==> src/rxeb_pkg.sv <==
// Constants, types and register map of the receive alignment and elastic buffer block.
// Assumes a 32-bit plain register port and byte offsets on word boundaries.
package rxeb_pkg;

  // ****************************************
  // Register offsets
  // ****************************************
  localparam logic [7:0] RXEB_CTRL_OFS = 8'h00;
  localparam logic [7:0] RXEB_PAT_OFS = 8'h04;
  localparam logic [7:0] RXEB_CCS_OFS = 8'h08;
  localparam logic [7:0] RXEB_BOND_OFS = 8'h0C;
  localparam logic [7:0] RXEB_STAT_OFS = 8'h10;
  localparam logic [7:0] RXEB_MASK_OFS = 8'h14;
  localparam logic [7:0] RXEB_INFO_OFS = 8'h18;

  // ****************************************
  // Field layout
  // ****************************************
  localparam int RXEB_CTRL_W = 13;
  localparam int RXEB_PAT_B_POS = 16;
  localparam int RXEB_INFO_PH_POS = 16;
  localparam int RXEB_EVT_W = 6;

  // ****************************************
  // Fixed characters and reset values
  // ****************************************
  localparam logic [9:0] RXEB_COMMA_PLUS = 10'h0FA;
  localparam logic [9:0] RXEB_COMMA_MINUS = 10'h305;
  localparam logic [12:0] RXEB_CTRL_RST = 13'h040D;
  localparam logic [9:0] RXEB_PAT_RST = 10'h0FA;
  localparam logic [9:0] RXEB_CC0_RST = 10'h0FA;
  localparam logic [9:0] RXEB_CC1_RST = 10'h305;
  localparam logic [5:0] RXEB_MASK_RST = 6'h00;
  localparam logic [3:0] RXEB_LAST_BIT = 4'h9;

  // ****************************************
  // Types
  // ****************************************
  typedef enum logic [1:0] {
    RXEB_AL_PLUS,
    RXEB_AL_MINUS,
    RXEB_AL_BOTH,
    RXEB_AL_CUSTOM
  } rxeb_align_t;

  typedef struct packed {
    logic [3:0] thresh;
    logic [3:0] spacing;
    logic cc_len2;
    logic cc_en;
    rxeb_align_t align_mode;
    logic comma_en;
  } rxeb_ctrl_t;

  typedef struct packed {
    logic ovf;
    logic unf;
    logic skip;
    logic rep;
    logic realign;
    logic comma;
  } rxeb_evt_t;

endpackage : rxeb_pkg

==> src/rxeb_top.sv <==
// Receive word alignment, elastic buffer and clock correction.
// Assumes link clock, serial data and fabric read clock come from outside i_mclk.
// Operation
// With detection on, two programmed 10-bit characters count as alignment marks.
// A found mark pulses the comma output and aligns words to it.
// A mark on the current boundary leaves the alignment as it is.
// A mark off the boundary moves it and pulses a separate realign output.
// Every incoming bit position is checked against the marks, always; the code checks only while comma_en is set.
// With detection off, words are cut at a free-running arbitrary boundary.
// Mark choice: plus comma, minus comma, both, or custom pair.
// Write pointer moves on link clock, read pointer on fabric clock.
// Buffer fill is steered around half full.
// Writes and reads go on for every character, idle or not.
// Only the configured removable sequence is used for corrections.
// On low fill the read pointer steps back to reread one sequence.
// Two-character sequence with spacing zero may repeat until refilled.
// On high fill the read pointer jumps over one removable sequence.
// With spacing zero two sequences may be skipped in one step.
// The far transmitter inserts removable sequences often enough.
// Software can shift the read pointer to align bonded lanes.
// Bonded words are split bytewise, one lane per byte; the code has no byte split and outputs whole 10-bit words on o_rx_data.
// Corrections only past the set distance from half and at sequence start.
`timescale 1ns/1ps

module rxeb_top #(
  parameter int DEPTH = 16
) (
  input wire logic i_mclk,
  input wire logic i_nrst,
  input wire logic i_recovered_link_clock,
  input wire logic i_rx_sdata,
  input wire logic i_fabric_read_clock,
  input wire logic [7:0] i_addr,
  input wire logic [31:0] i_wdata,
  input wire logic i_wr,
  input wire logic i_rd,
  output logic [31:0] o_rdata,
  output logic o_irq,
  output logic [9:0] o_rx_data,
  output logic o_rx_valid,
  output logic o_comma_det,
  output logic o_realign
);

  localparam int PW = $clog2(DEPTH);
  localparam logic [PW+1:0] HALF = (PW+2)'(DEPTH / 2);
  localparam logic [PW+1:0] FULL = (PW+2)'(DEPTH);

  // ****************************************
  // Input synchronisers
  // ****************************************
  logic [2:0] in_w, s1_r, s2_r, s3_r;
  logic [2:0] lvl_r, lvl_nxt, agree, rise;
  logic lk_edge, rd_edge, bit_in;

  assign in_w = {i_fabric_read_clock, i_rx_sdata, i_recovered_link_clock};

  // Level only changes once stages two and three agree
  always_comb begin
    agree = ~(s2_r ^ s3_r);
    lvl_nxt = (agree & s3_r) | (~agree & lvl_r);
    rise = agree & s3_r & ~lvl_r;
    lk_edge = rise[0];
    rd_edge = rise[2];
    bit_in = lvl_nxt[1];
  end

  // Stage one feeds stage two only
  always_ff @(posedge i_mclk) begin
    if (!i_nrst) begin
      s1_r <= 3'h0;
      s2_r <= 3'h0;
      s3_r <= 3'h0;
      lvl_r <= 3'h0;
    end else begin
      s1_r <= in_w;
      s2_r <= s1_r;
      s3_r <= s2_r;
      lvl_r <= lvl_nxt;
    end
  end

  // ****************************************
  // Register state
  // ****************************************
  rxeb_pkg::rxeb_ctrl_t ctrl_r, ctrl_nxt;
  logic [9:0] pa_r, pb_r, pa_nxt, pb_nxt;
  logic [9:0] cc0_r, cc1_r, cc0_nxt, cc1_nxt;
  logic [5:0] stat_r, stat_nxt, mask_r, mask_nxt;
  logic [31:0] rdata_nxt;
  logic irq_nxt, bond_wr;
  logic ev_ovf, ev_unf, ev_skip, ev_rep;
  rxeb_pkg::rxeb_evt_t evt;

  // ****************************************
  // Word alignment
  // ****************************************
  logic [9:0] sh_r, sh_nxt;
  logic [3:0] bcnt_r, bcnt_nxt, ph_r, ph_nxt, aph_r, aph_nxt;
  logic cdet_nxt, rlg_nxt, wr_go;

  // Mark selection by mode
  function automatic logic is_mark(input logic [9:0] w);
    logic m;
    m = 1'b0;
    unique case (ctrl_r.align_mode)
      rxeb_pkg::RXEB_AL_PLUS: m = (w == rxeb_pkg::RXEB_COMMA_PLUS);
      rxeb_pkg::RXEB_AL_MINUS: m = (w == rxeb_pkg::RXEB_COMMA_MINUS);
      rxeb_pkg::RXEB_AL_BOTH: m = (w == rxeb_pkg::RXEB_COMMA_PLUS) ||
                                  (w == rxeb_pkg::RXEB_COMMA_MINUS);
      rxeb_pkg::RXEB_AL_CUSTOM: m = (w == pa_r) || (w == pb_r);
    endcase
    return m;
  endfunction : is_mark

  // Bit-by-bit search; a word ends every tenth bit or on a mark
  always_comb begin
    sh_nxt = sh_r;
    bcnt_nxt = bcnt_r;
    ph_nxt = ph_r;
    aph_nxt = aph_r;
    cdet_nxt = 1'b0;
    rlg_nxt = 1'b0;
    wr_go = 1'b0;
    if (lk_edge) begin
      sh_nxt = {sh_r[8:0], bit_in};
      ph_nxt = (ph_r == rxeb_pkg::RXEB_LAST_BIT) ? 4'h0 : ph_r + 4'h1;
      if (ctrl_r.comma_en && is_mark(sh_nxt)) begin
        cdet_nxt = 1'b1;
        wr_go = 1'b1;
        bcnt_nxt = 4'h0;
        if (bcnt_r != rxeb_pkg::RXEB_LAST_BIT) begin
          rlg_nxt = 1'b1;
          aph_nxt = ph_r;
        end
      end else if (bcnt_r == rxeb_pkg::RXEB_LAST_BIT) begin
        wr_go = 1'b1;
        bcnt_nxt = 4'h0;
      end else begin
        bcnt_nxt = bcnt_r + 4'h1;
      end
    end
  end

  always_ff @(posedge i_mclk) begin
    if (!i_nrst) begin
      sh_r <= 10'h000;
      bcnt_r <= 4'h0;
      ph_r <= 4'h0;
      aph_r <= 4'h0;
      o_comma_det <= 1'b0;
      o_realign <= 1'b0;
    end else begin
      sh_r <= sh_nxt;
      bcnt_r <= bcnt_nxt;
      ph_r <= ph_nxt;
      aph_r <= aph_nxt;
      o_comma_det <= cdet_nxt;
      o_realign <= rlg_nxt;
    end
  end

  // ****************************************
  // Elastic buffer
  // ****************************************
  logic [9:0] mem [DEPTH];
  logic [PW:0] wptr_r, wptr_nxt, rptr_r, rptr_nxt, sst_r, sst_nxt;
  logic [PW:0] idx, skp, lenw;
  logic [PW+1:0] fill, thr;
  logic pos_r, pos_nxt, bpend_r, bpend_nxt;
  logic [3:0] gap_r, gap_nxt, boff_r, boff_nxt;
  logic [9:0] odat_nxt;
  logic oval_nxt, mem_we, low, high, high2, send;

  // Sequence start at p, fully written
  function automatic logic at_seq(input logic [PW:0] p);
    logic [PW:0] q;
    logic [PW:0] av;
    logic ok;
    q = p + (PW+1)'(1);
    av = wptr_r - p;
    ok = ctrl_r.cc_len2 ? (av > (PW+1)'(1)) : (av != '0);
    return ctrl_r.cc_en && ok && (mem[p[PW-1:0]] == cc0_r) &&
           (!ctrl_r.cc_len2 || (mem[q[PW-1:0]] == cc1_r));
  endfunction : at_seq

  // Fill level against the correction window
  always_comb begin
    fill = {1'b0, wptr_r - rptr_r};
    thr = (PW+2)'(ctrl_r.thresh);
    lenw = ctrl_r.cc_len2 ? (PW+1)'(2) : (PW+1)'(1);
    low = (fill + thr) < HALF;
    high = fill > (HALF + thr);
    high2 = fill > (HALF + thr + {1'b0, lenw});
  end

  // Write side; every character goes in, idle or data, except when the buffer is full
  always_comb begin
    wptr_nxt = wptr_r;
    mem_we = 1'b0;
    ev_ovf = 1'b0;
    if (wr_go) begin
      if (fill == FULL) begin
        ev_ovf = 1'b1; // Drop rather than corrupt unread data
      end else begin
        mem_we = 1'b1;
        wptr_nxt = wptr_r + (PW+1)'(1);
      end
    end
  end

  // Read side with repeat, skip and bonding shift
  always_comb begin
    rptr_nxt = rptr_r;
    sst_nxt = sst_r;
    pos_nxt = pos_r;
    gap_nxt = gap_r;
    odat_nxt = o_rx_data;
    oval_nxt = 1'b0;
    bpend_nxt = bpend_r | bond_wr;
    boff_nxt = bond_wr ? i_wdata[3:0] : boff_r;
    skp = '0;
    idx = rptr_r;
    send = 1'b0;
    ev_skip = 1'b0;
    ev_rep = 1'b0;
    ev_unf = 1'b0;
    if (rd_edge) begin
      if (bpend_r) begin
        rptr_nxt = rptr_r + {{(PW-3){boff_r[3]}}, boff_r};
        bpend_nxt = bond_wr;
        pos_nxt = 1'b0;
      end else if (fill == '0) begin
        ev_unf = 1'b1;
      end else begin
        if (!pos_r && gap_r == 4'h0 && high && at_seq(rptr_r)) begin
          skp = lenw;
          ev_skip = 1'b1;
          if (ctrl_r.spacing == 4'h0 && high2 && at_seq(rptr_r + lenw)) begin
            skp = lenw + lenw;
          end
        end
        idx = rptr_r + skp;
        odat_nxt = mem[idx[PW-1:0]];
        oval_nxt = 1'b1;
        rptr_nxt = idx + (PW+1)'(1);
        if (pos_r) begin
          pos_nxt = 1'b0;
        end else if (ctrl_r.cc_len2 && at_seq(idx)) begin
          pos_nxt = 1'b1;
          sst_nxt = idx;
        end
        send = ctrl_r.cc_len2 ? pos_r : at_seq(idx);
        if (send && !ev_skip && gap_r == 4'h0 && low) begin
          rptr_nxt = ctrl_r.cc_len2 ? sst_r : idx;
          ev_rep = 1'b1;
        end
        // Spacing zero lets a long sequence repeat back to back
        if (ev_skip || ev_rep) begin
          if (ctrl_r.spacing != 4'h0) begin
            gap_nxt = ctrl_r.spacing;
          end else begin
            gap_nxt = ctrl_r.cc_len2 ? 4'h0 : 4'h1;
          end
        end else if (gap_r != 4'h0) begin
          gap_nxt = gap_r - 4'h1;
        end
      end
    end
  end

  // Memory has no reset; pointers guard every read
  always_ff @(posedge i_mclk) begin
    if (mem_we) begin
      mem[wptr_r[PW-1:0]] <= sh_nxt;
    end
  end

  always_ff @(posedge i_mclk) begin
    if (!i_nrst) begin
      wptr_r <= '0;
      rptr_r <= '0;
      sst_r <= '0;
      pos_r <= 1'b0;
      gap_r <= 4'h0;
      bpend_r <= 1'b0;
      boff_r <= 4'h0;
      o_rx_data <= 10'h000;
      o_rx_valid <= 1'b0;
    end else begin
      wptr_r <= wptr_nxt;
      rptr_r <= rptr_nxt;
      sst_r <= sst_nxt;
      pos_r <= pos_nxt;
      gap_r <= gap_nxt;
      bpend_r <= bpend_nxt;
      boff_r <= boff_nxt;
      o_rx_data <= odat_nxt;
      o_rx_valid <= oval_nxt;
    end
  end

  // ****************************************
  // Register port and interrupt
  // ****************************************
  assign evt = '{ovf: ev_ovf, unf: ev_unf, skip: ev_skip, rep: ev_rep, realign: rlg_nxt, comma: cdet_nxt};
  assign bond_wr = i_wr && (i_addr == rxeb_pkg::RXEB_BOND_OFS);

  // Set wins over a write-one clear in the same cycle
  always_comb begin
    ctrl_nxt = ctrl_r;
    pa_nxt = pa_r;
    pb_nxt = pb_r;
    cc0_nxt = cc0_r;
    cc1_nxt = cc1_r;
    mask_nxt = mask_r;
    stat_nxt = stat_r;
    rdata_nxt = 32'h0000_0000;
    if (i_wr) begin
      unique case (i_addr)
        rxeb_pkg::RXEB_CTRL_OFS: ctrl_nxt = rxeb_pkg::rxeb_ctrl_t'(i_wdata[12:0]);
        rxeb_pkg::RXEB_PAT_OFS: begin
          pa_nxt = i_wdata[9:0];
          pb_nxt = i_wdata[rxeb_pkg::RXEB_PAT_B_POS +: 10];
        end
        rxeb_pkg::RXEB_CCS_OFS: begin
          cc0_nxt = i_wdata[9:0];
          cc1_nxt = i_wdata[rxeb_pkg::RXEB_PAT_B_POS +: 10];
        end
        rxeb_pkg::RXEB_STAT_OFS: stat_nxt = stat_r & ~i_wdata[5:0];
        rxeb_pkg::RXEB_MASK_OFS: mask_nxt = i_wdata[5:0];
        default: ;
      endcase
    end
    stat_nxt = stat_nxt | evt;
    irq_nxt = |(stat_nxt & mask_nxt);
    // Unmapped and write-only offsets read as zero
    if (i_rd) begin
      unique case (i_addr)
        rxeb_pkg::RXEB_CTRL_OFS: rdata_nxt = 32'(ctrl_r);
        rxeb_pkg::RXEB_PAT_OFS: rdata_nxt = {6'h00, pb_r, 6'h00, pa_r};
        rxeb_pkg::RXEB_CCS_OFS: rdata_nxt = {6'h00, cc1_r, 6'h00, cc0_r};
        rxeb_pkg::RXEB_STAT_OFS: rdata_nxt = 32'(stat_r);
        rxeb_pkg::RXEB_MASK_OFS: rdata_nxt = 32'(mask_r);
        rxeb_pkg::RXEB_INFO_OFS: rdata_nxt = 32'(fill) |
                                  (32'(aph_r) << rxeb_pkg::RXEB_INFO_PH_POS);
        default: rdata_nxt = 32'h0000_0000;
      endcase
    end
  end

  always_ff @(posedge i_mclk) begin
    if (!i_nrst) begin
      ctrl_r <= rxeb_pkg::rxeb_ctrl_t'(rxeb_pkg::RXEB_CTRL_RST);
      pa_r <= rxeb_pkg::RXEB_PAT_RST;
      pb_r <= rxeb_pkg::RXEB_PAT_RST;
      cc0_r <= rxeb_pkg::RXEB_CC0_RST;
      cc1_r <= rxeb_pkg::RXEB_CC1_RST;
      stat_r <= 6'h00;
      mask_r <= rxeb_pkg::RXEB_MASK_RST;
      o_rdata <= 32'h0000_0000;
      o_irq <= 1'b0;
    end else begin
      ctrl_r <= ctrl_nxt;
      pa_r <= pa_nxt;
      pb_r <= pb_nxt;
      cc0_r <= cc0_nxt;
      cc1_r <= cc1_nxt;
      stat_r <= stat_nxt;
      mask_r <= mask_nxt;
      o_rdata <= rdata_nxt;
      o_irq <= irq_nxt;
    end
  end

endmodule : rxeb_top

==> config.mk <==
export PLATFORM = sky130hd
export DESIGN_NAME = rxeb_top
export DESIGN_NICKNAME = d
export VERILOG_FILES = /design/src/rxeb_pkg.sv /design/src/rxeb_top.sv
export SDC_FILE = /design/constraint.sdc
export NUM_CORES = 1
export LEC_CHECK = 0
export ABC_CLOCK_PERIOD_IN_PS = 8500
export BUFFER_PORTS_ARGS = -buffer_cell sky130_fd_sc_hd__buf_2
export CORE_MARGIN = 2
export CORE_UTILIZATION = 41
export CTS_CLUSTER_SIZE = 30
export DETAILED_ROUTE_END_ITERATION = 10
export HOLD_SLACK_MARGIN = 0.06
export PLACE_DENSITY_LB_ADDON = 0.2
export SLEW_MARGIN = 20
export SYNTH_ARGS = -nofsm -noshare
export SYNTH_HDL_FRONTEND = slang
export SYNTH_SLANG_ARGS = --single-unit
==> constraint.sdc <==
create_clock -name i_mclk -period 8.5 [get_ports i_mclk]
set_clock_uncertainty 0.05 [all_clocks]
set_input_delay 0 -clock i_mclk [delete_from_list [all_inputs] [get_ports i_mclk]]
set_output_delay 0 -clock i_mclk [all_outputs]
set_load 0.05 [all_outputs]
==> summary.md <==
| Metric | Value |
|---|---|
| Layout cell share with drive strength beyond 1 | `29.6%` |
| Headroom to the max-slew limit | `20.9%` |
| Yosys reg bits | `325` |
| Mapped Cells | `1803` |
| Min cycle time layout | `8.35 ns` |
| Met3 wirelength from detailed routing | `7320 um` |
| Dpl cells | `2537` |
| Final WS setup | `0.148 ns` |
| # IOs | `93` |
| Highest Signal Layer | `met4` |
| Initial antenna violation count | `1` |
| Initial core utilization | `41.7%` |
| Syn Std Cell Area | `21500 um^2` |
| Root buf cell | `clkbuf_16` |
| DRT antenna net count | `0` |
| First-pass GRT wire length | `111000 um` |
| # setup viols final | `0` |
| CTS tree | `yes` |
| Layout Area Growth over Synthesis | `17.5%` |
| CP delay by family, top | `multiplexers` |
| Leakage | `8.78 nW` |
| Worst Path Required | `8.87 ns` |
| Nets | `2066` |
| Clock tree buffer depth | `3` |
| Pwr/cell area | `132 nW/um^2` |
| Status | `completed` |
| Yosys warning total | `0` |
| Total global routing overflow | `0` |
| Worst-Skew Late Latency | `0.57 ns` |
| Routed len/inst | `28.6 um` |
| Most frequent cells in the layout | `mux4_2 (259), nand2_1 (226), dfxtp_1 (162), edfxtp_1 (160), buf_4 (117)` |
| Commonest non-fill, non-tap cell in the layout | `mux4_2` |
| CP Class | `flip-flop to flip-flop` |
| Hold Slack | `0.0965 ns` |
| Fin util | `48.9%` |
| Antenna cells | `0` |
| M1 wire length | `29100 um` |
| Crit share post-route | `98.3%` |
| Vert. Die Dim | `233 um` |
| Critical path buffers and inverters | `9` |
| Metal2 WL | `35100 um` |
| Number of slew-limit violations in the final report | `0` |
| Die Wd | `233 um` |
| Final Hold Vio Count | `0` |
| Post-synth EDFFs | `160` |
| VDD IR-drop max | `0.000144 V` |
| Sequential area share after synthesis | `37.7%` |
| Routability congestion estimate | `0.969` |
| Post-synth ARST share | `0%` |
| Clk slew on worst S/H paths | `0.06 ns` |
| Area of the core | `51600 um^2` |
| Vias/cell | `6.39` |
| WP data arrival | `8.72 ns` |
| Die ar. | `54300 um^2` |
| CTS buffer count | `39` |
| Final WL | `76200 um` |
| Least-Margin Pin Slew | `1.19 ns` |
| Fin cells | `2667` |
| Iter 0 DRT Violations | `2111` |
| Type of element capturing the critical path | `flip-flop` |
| Drt drc | `0` |
| Row cnt | `83` |
| Worst Path Max Fanout | `8` |
| Syn avg cell area | `11.9 um^2` |
| Via count | `17053` |
| Number of global-route vias before repair | `16404` |
| DP HPWL | `52400 um` |
| Crit path max-delay cell type | `fa_2` |
| GRT Util Overall | `28.1%` |
| Overall power | `3.34 mW` |
| DRT Pass-1 Iters | `6` |
| Worst setup SP type | `flip-flop` |
| H-tree levels | `2` |
| HP Class | `input pin to flip-flop` |
| Port bufs | `74` |
| Largest net degree at the start of global routing | `74` |
| Max Fclk | `120 MHz` |
| CP max stage delay | `0.59 ns` |
| Synth unique cells | `68` |
| Max Cap Violations | `0` |
| Post-route cell area | `25300 um^2` |
| Placement-stage worst setup slack | `-0.158 ns` |
| Fin Setup TNS | `0 ns` |
| Ys flop type | `dfxtp_1` |
| Placed cell area | `23300 um^2` |
| Sink Count | `325` |
logic make-up after synthesis:
group | after synthesis | synth area share (%)
AOI/OAI and AO/OA | 228 | 7.02
xor gates and xnor gates | 114 | 4.79
adders and majority gates | 60 | 3.72
buffers and inverters | 192 | 3.82
DFF | 325 | 37.7
muxes | 352 | 31.5
other | 1 | 0.0174
and+or+nand+nor | 531 | 11.4
path summary, 6_finish.rpt:
check                 start         end  slack (ns)  depth (start not counted)
hold / removal    i_addr[1]  o_rdata[0]         0.1                          6
hold reg to reg     s1_r[1]     s2_r[1]        0.39                          1
setup reg to reg  ctrl_r[4]    sst_r[0]        0.15                         33
setup / recovery  ctrl_r[4]    sst_r[0]        0.15                         33
per-layer routing:
layer / global-route usage [%] / up-vias
met4: 15.1 / 0
met5: 0 / -
met1: 36.8 / 8581
li1: - / 7223
met3: 5.39 / 220
met2: 44.0 / 1029
repair_timing:
| action | in CTS | in global routing |
|---|---|---|
| setup endpoints to repair | 8 | 19 |
| setup buffers | 1 | 11 |
| endpoints found under the hold margin | 81 | 0 |
| hold buffers | 48 | 0 |
| pin swaps | 1 | 5 |
| gates resized for setup | 3 | 18 |
| gates cloned | 0 | 1 |
registers in the layout (all words and copies together) (netlist names), 5 cells and up, named ones only:
register / flops
cc0_r: 10
mask_r: 6
pb_r: 10
stat_r: 6
mem: 160
rptr_r: 5
pa_r: 10
o_rdata: 23
sh_r: 10
cc1_r: 10
ctrl_r: 13
o_rx_data: 10
sst_r: 5
wptr_r: 5
where the power goes:
part | switching [mW] | internal (mW) | leakage (nW) | total (mW)
registers | 0.00249 | 1.63 | 2.76 | 1.63
clock network | 0.689 | 0.941 | 0.601 | 1.63
logic | 0.0482 | 0.0288 | 5.41 | 0.0770
synth_stat cells (4+ instances only):
cell type  number  area share, %
mux4_2        259             27
nand2_1       226            3.9
dfxtp_1       165             15
edfxtp_1      160             22
nor2_1        109            1.9
clkbuf_1       96            1.7
a21oi_1        80            1.9
mux2i_1        77            3.6
xor2_1         58            2.4
xnor2_1        54            2.2
ha_1           52            3.0
nand3_1        42           0.98
inv_1          41           0.72
and2_1         30           0.87
nor3_1         24           0.56
a22oi_1        23           0.80
o21ai_0        22           0.51
buf_2          18           0.42
nand4_1        18           0.52
o211ai_1       18           0.63
buf_1          17           0.30
nor2b_1        17           0.49
buf_4          16           0.56
mux2_2         16           0.84
nor4_1         16           0.47
a211oi_1       14           0.49
nand2b_1       13           0.38
and3_1         11           0.32
a21o_1          8           0.28
a22o_1          8           0.33
a31oi_1         8           0.23
a222oi_1        7           0.33
fa_1            7           0.65
a211o_1         5           0.20
a221oi_1        5           0.20
nor3b_1         5           0.17
o22ai_1         5           0.15
or3_1           5           0.15
a2bb2oi_1       4           0.16
or4_1           4           0.14
final cells by class:
type	instances	area, um^2
clock buffers	54	1100
clock inverters	14	114
fillers	4480	26400
inverters	42	159
multi-input cells	1294	12800
flip-flops and latches	325	8110
well taps	680	851
repair buffers	258	2080
worst min-delay path: stages:
cell	delay, ns
buf_2	0.07
or4_1	0.15
nor4_1	0.07
buf_4	0.18
nand2_1	0.08
a31oi_1	0.10
Power figures use the tool's default switching activity.
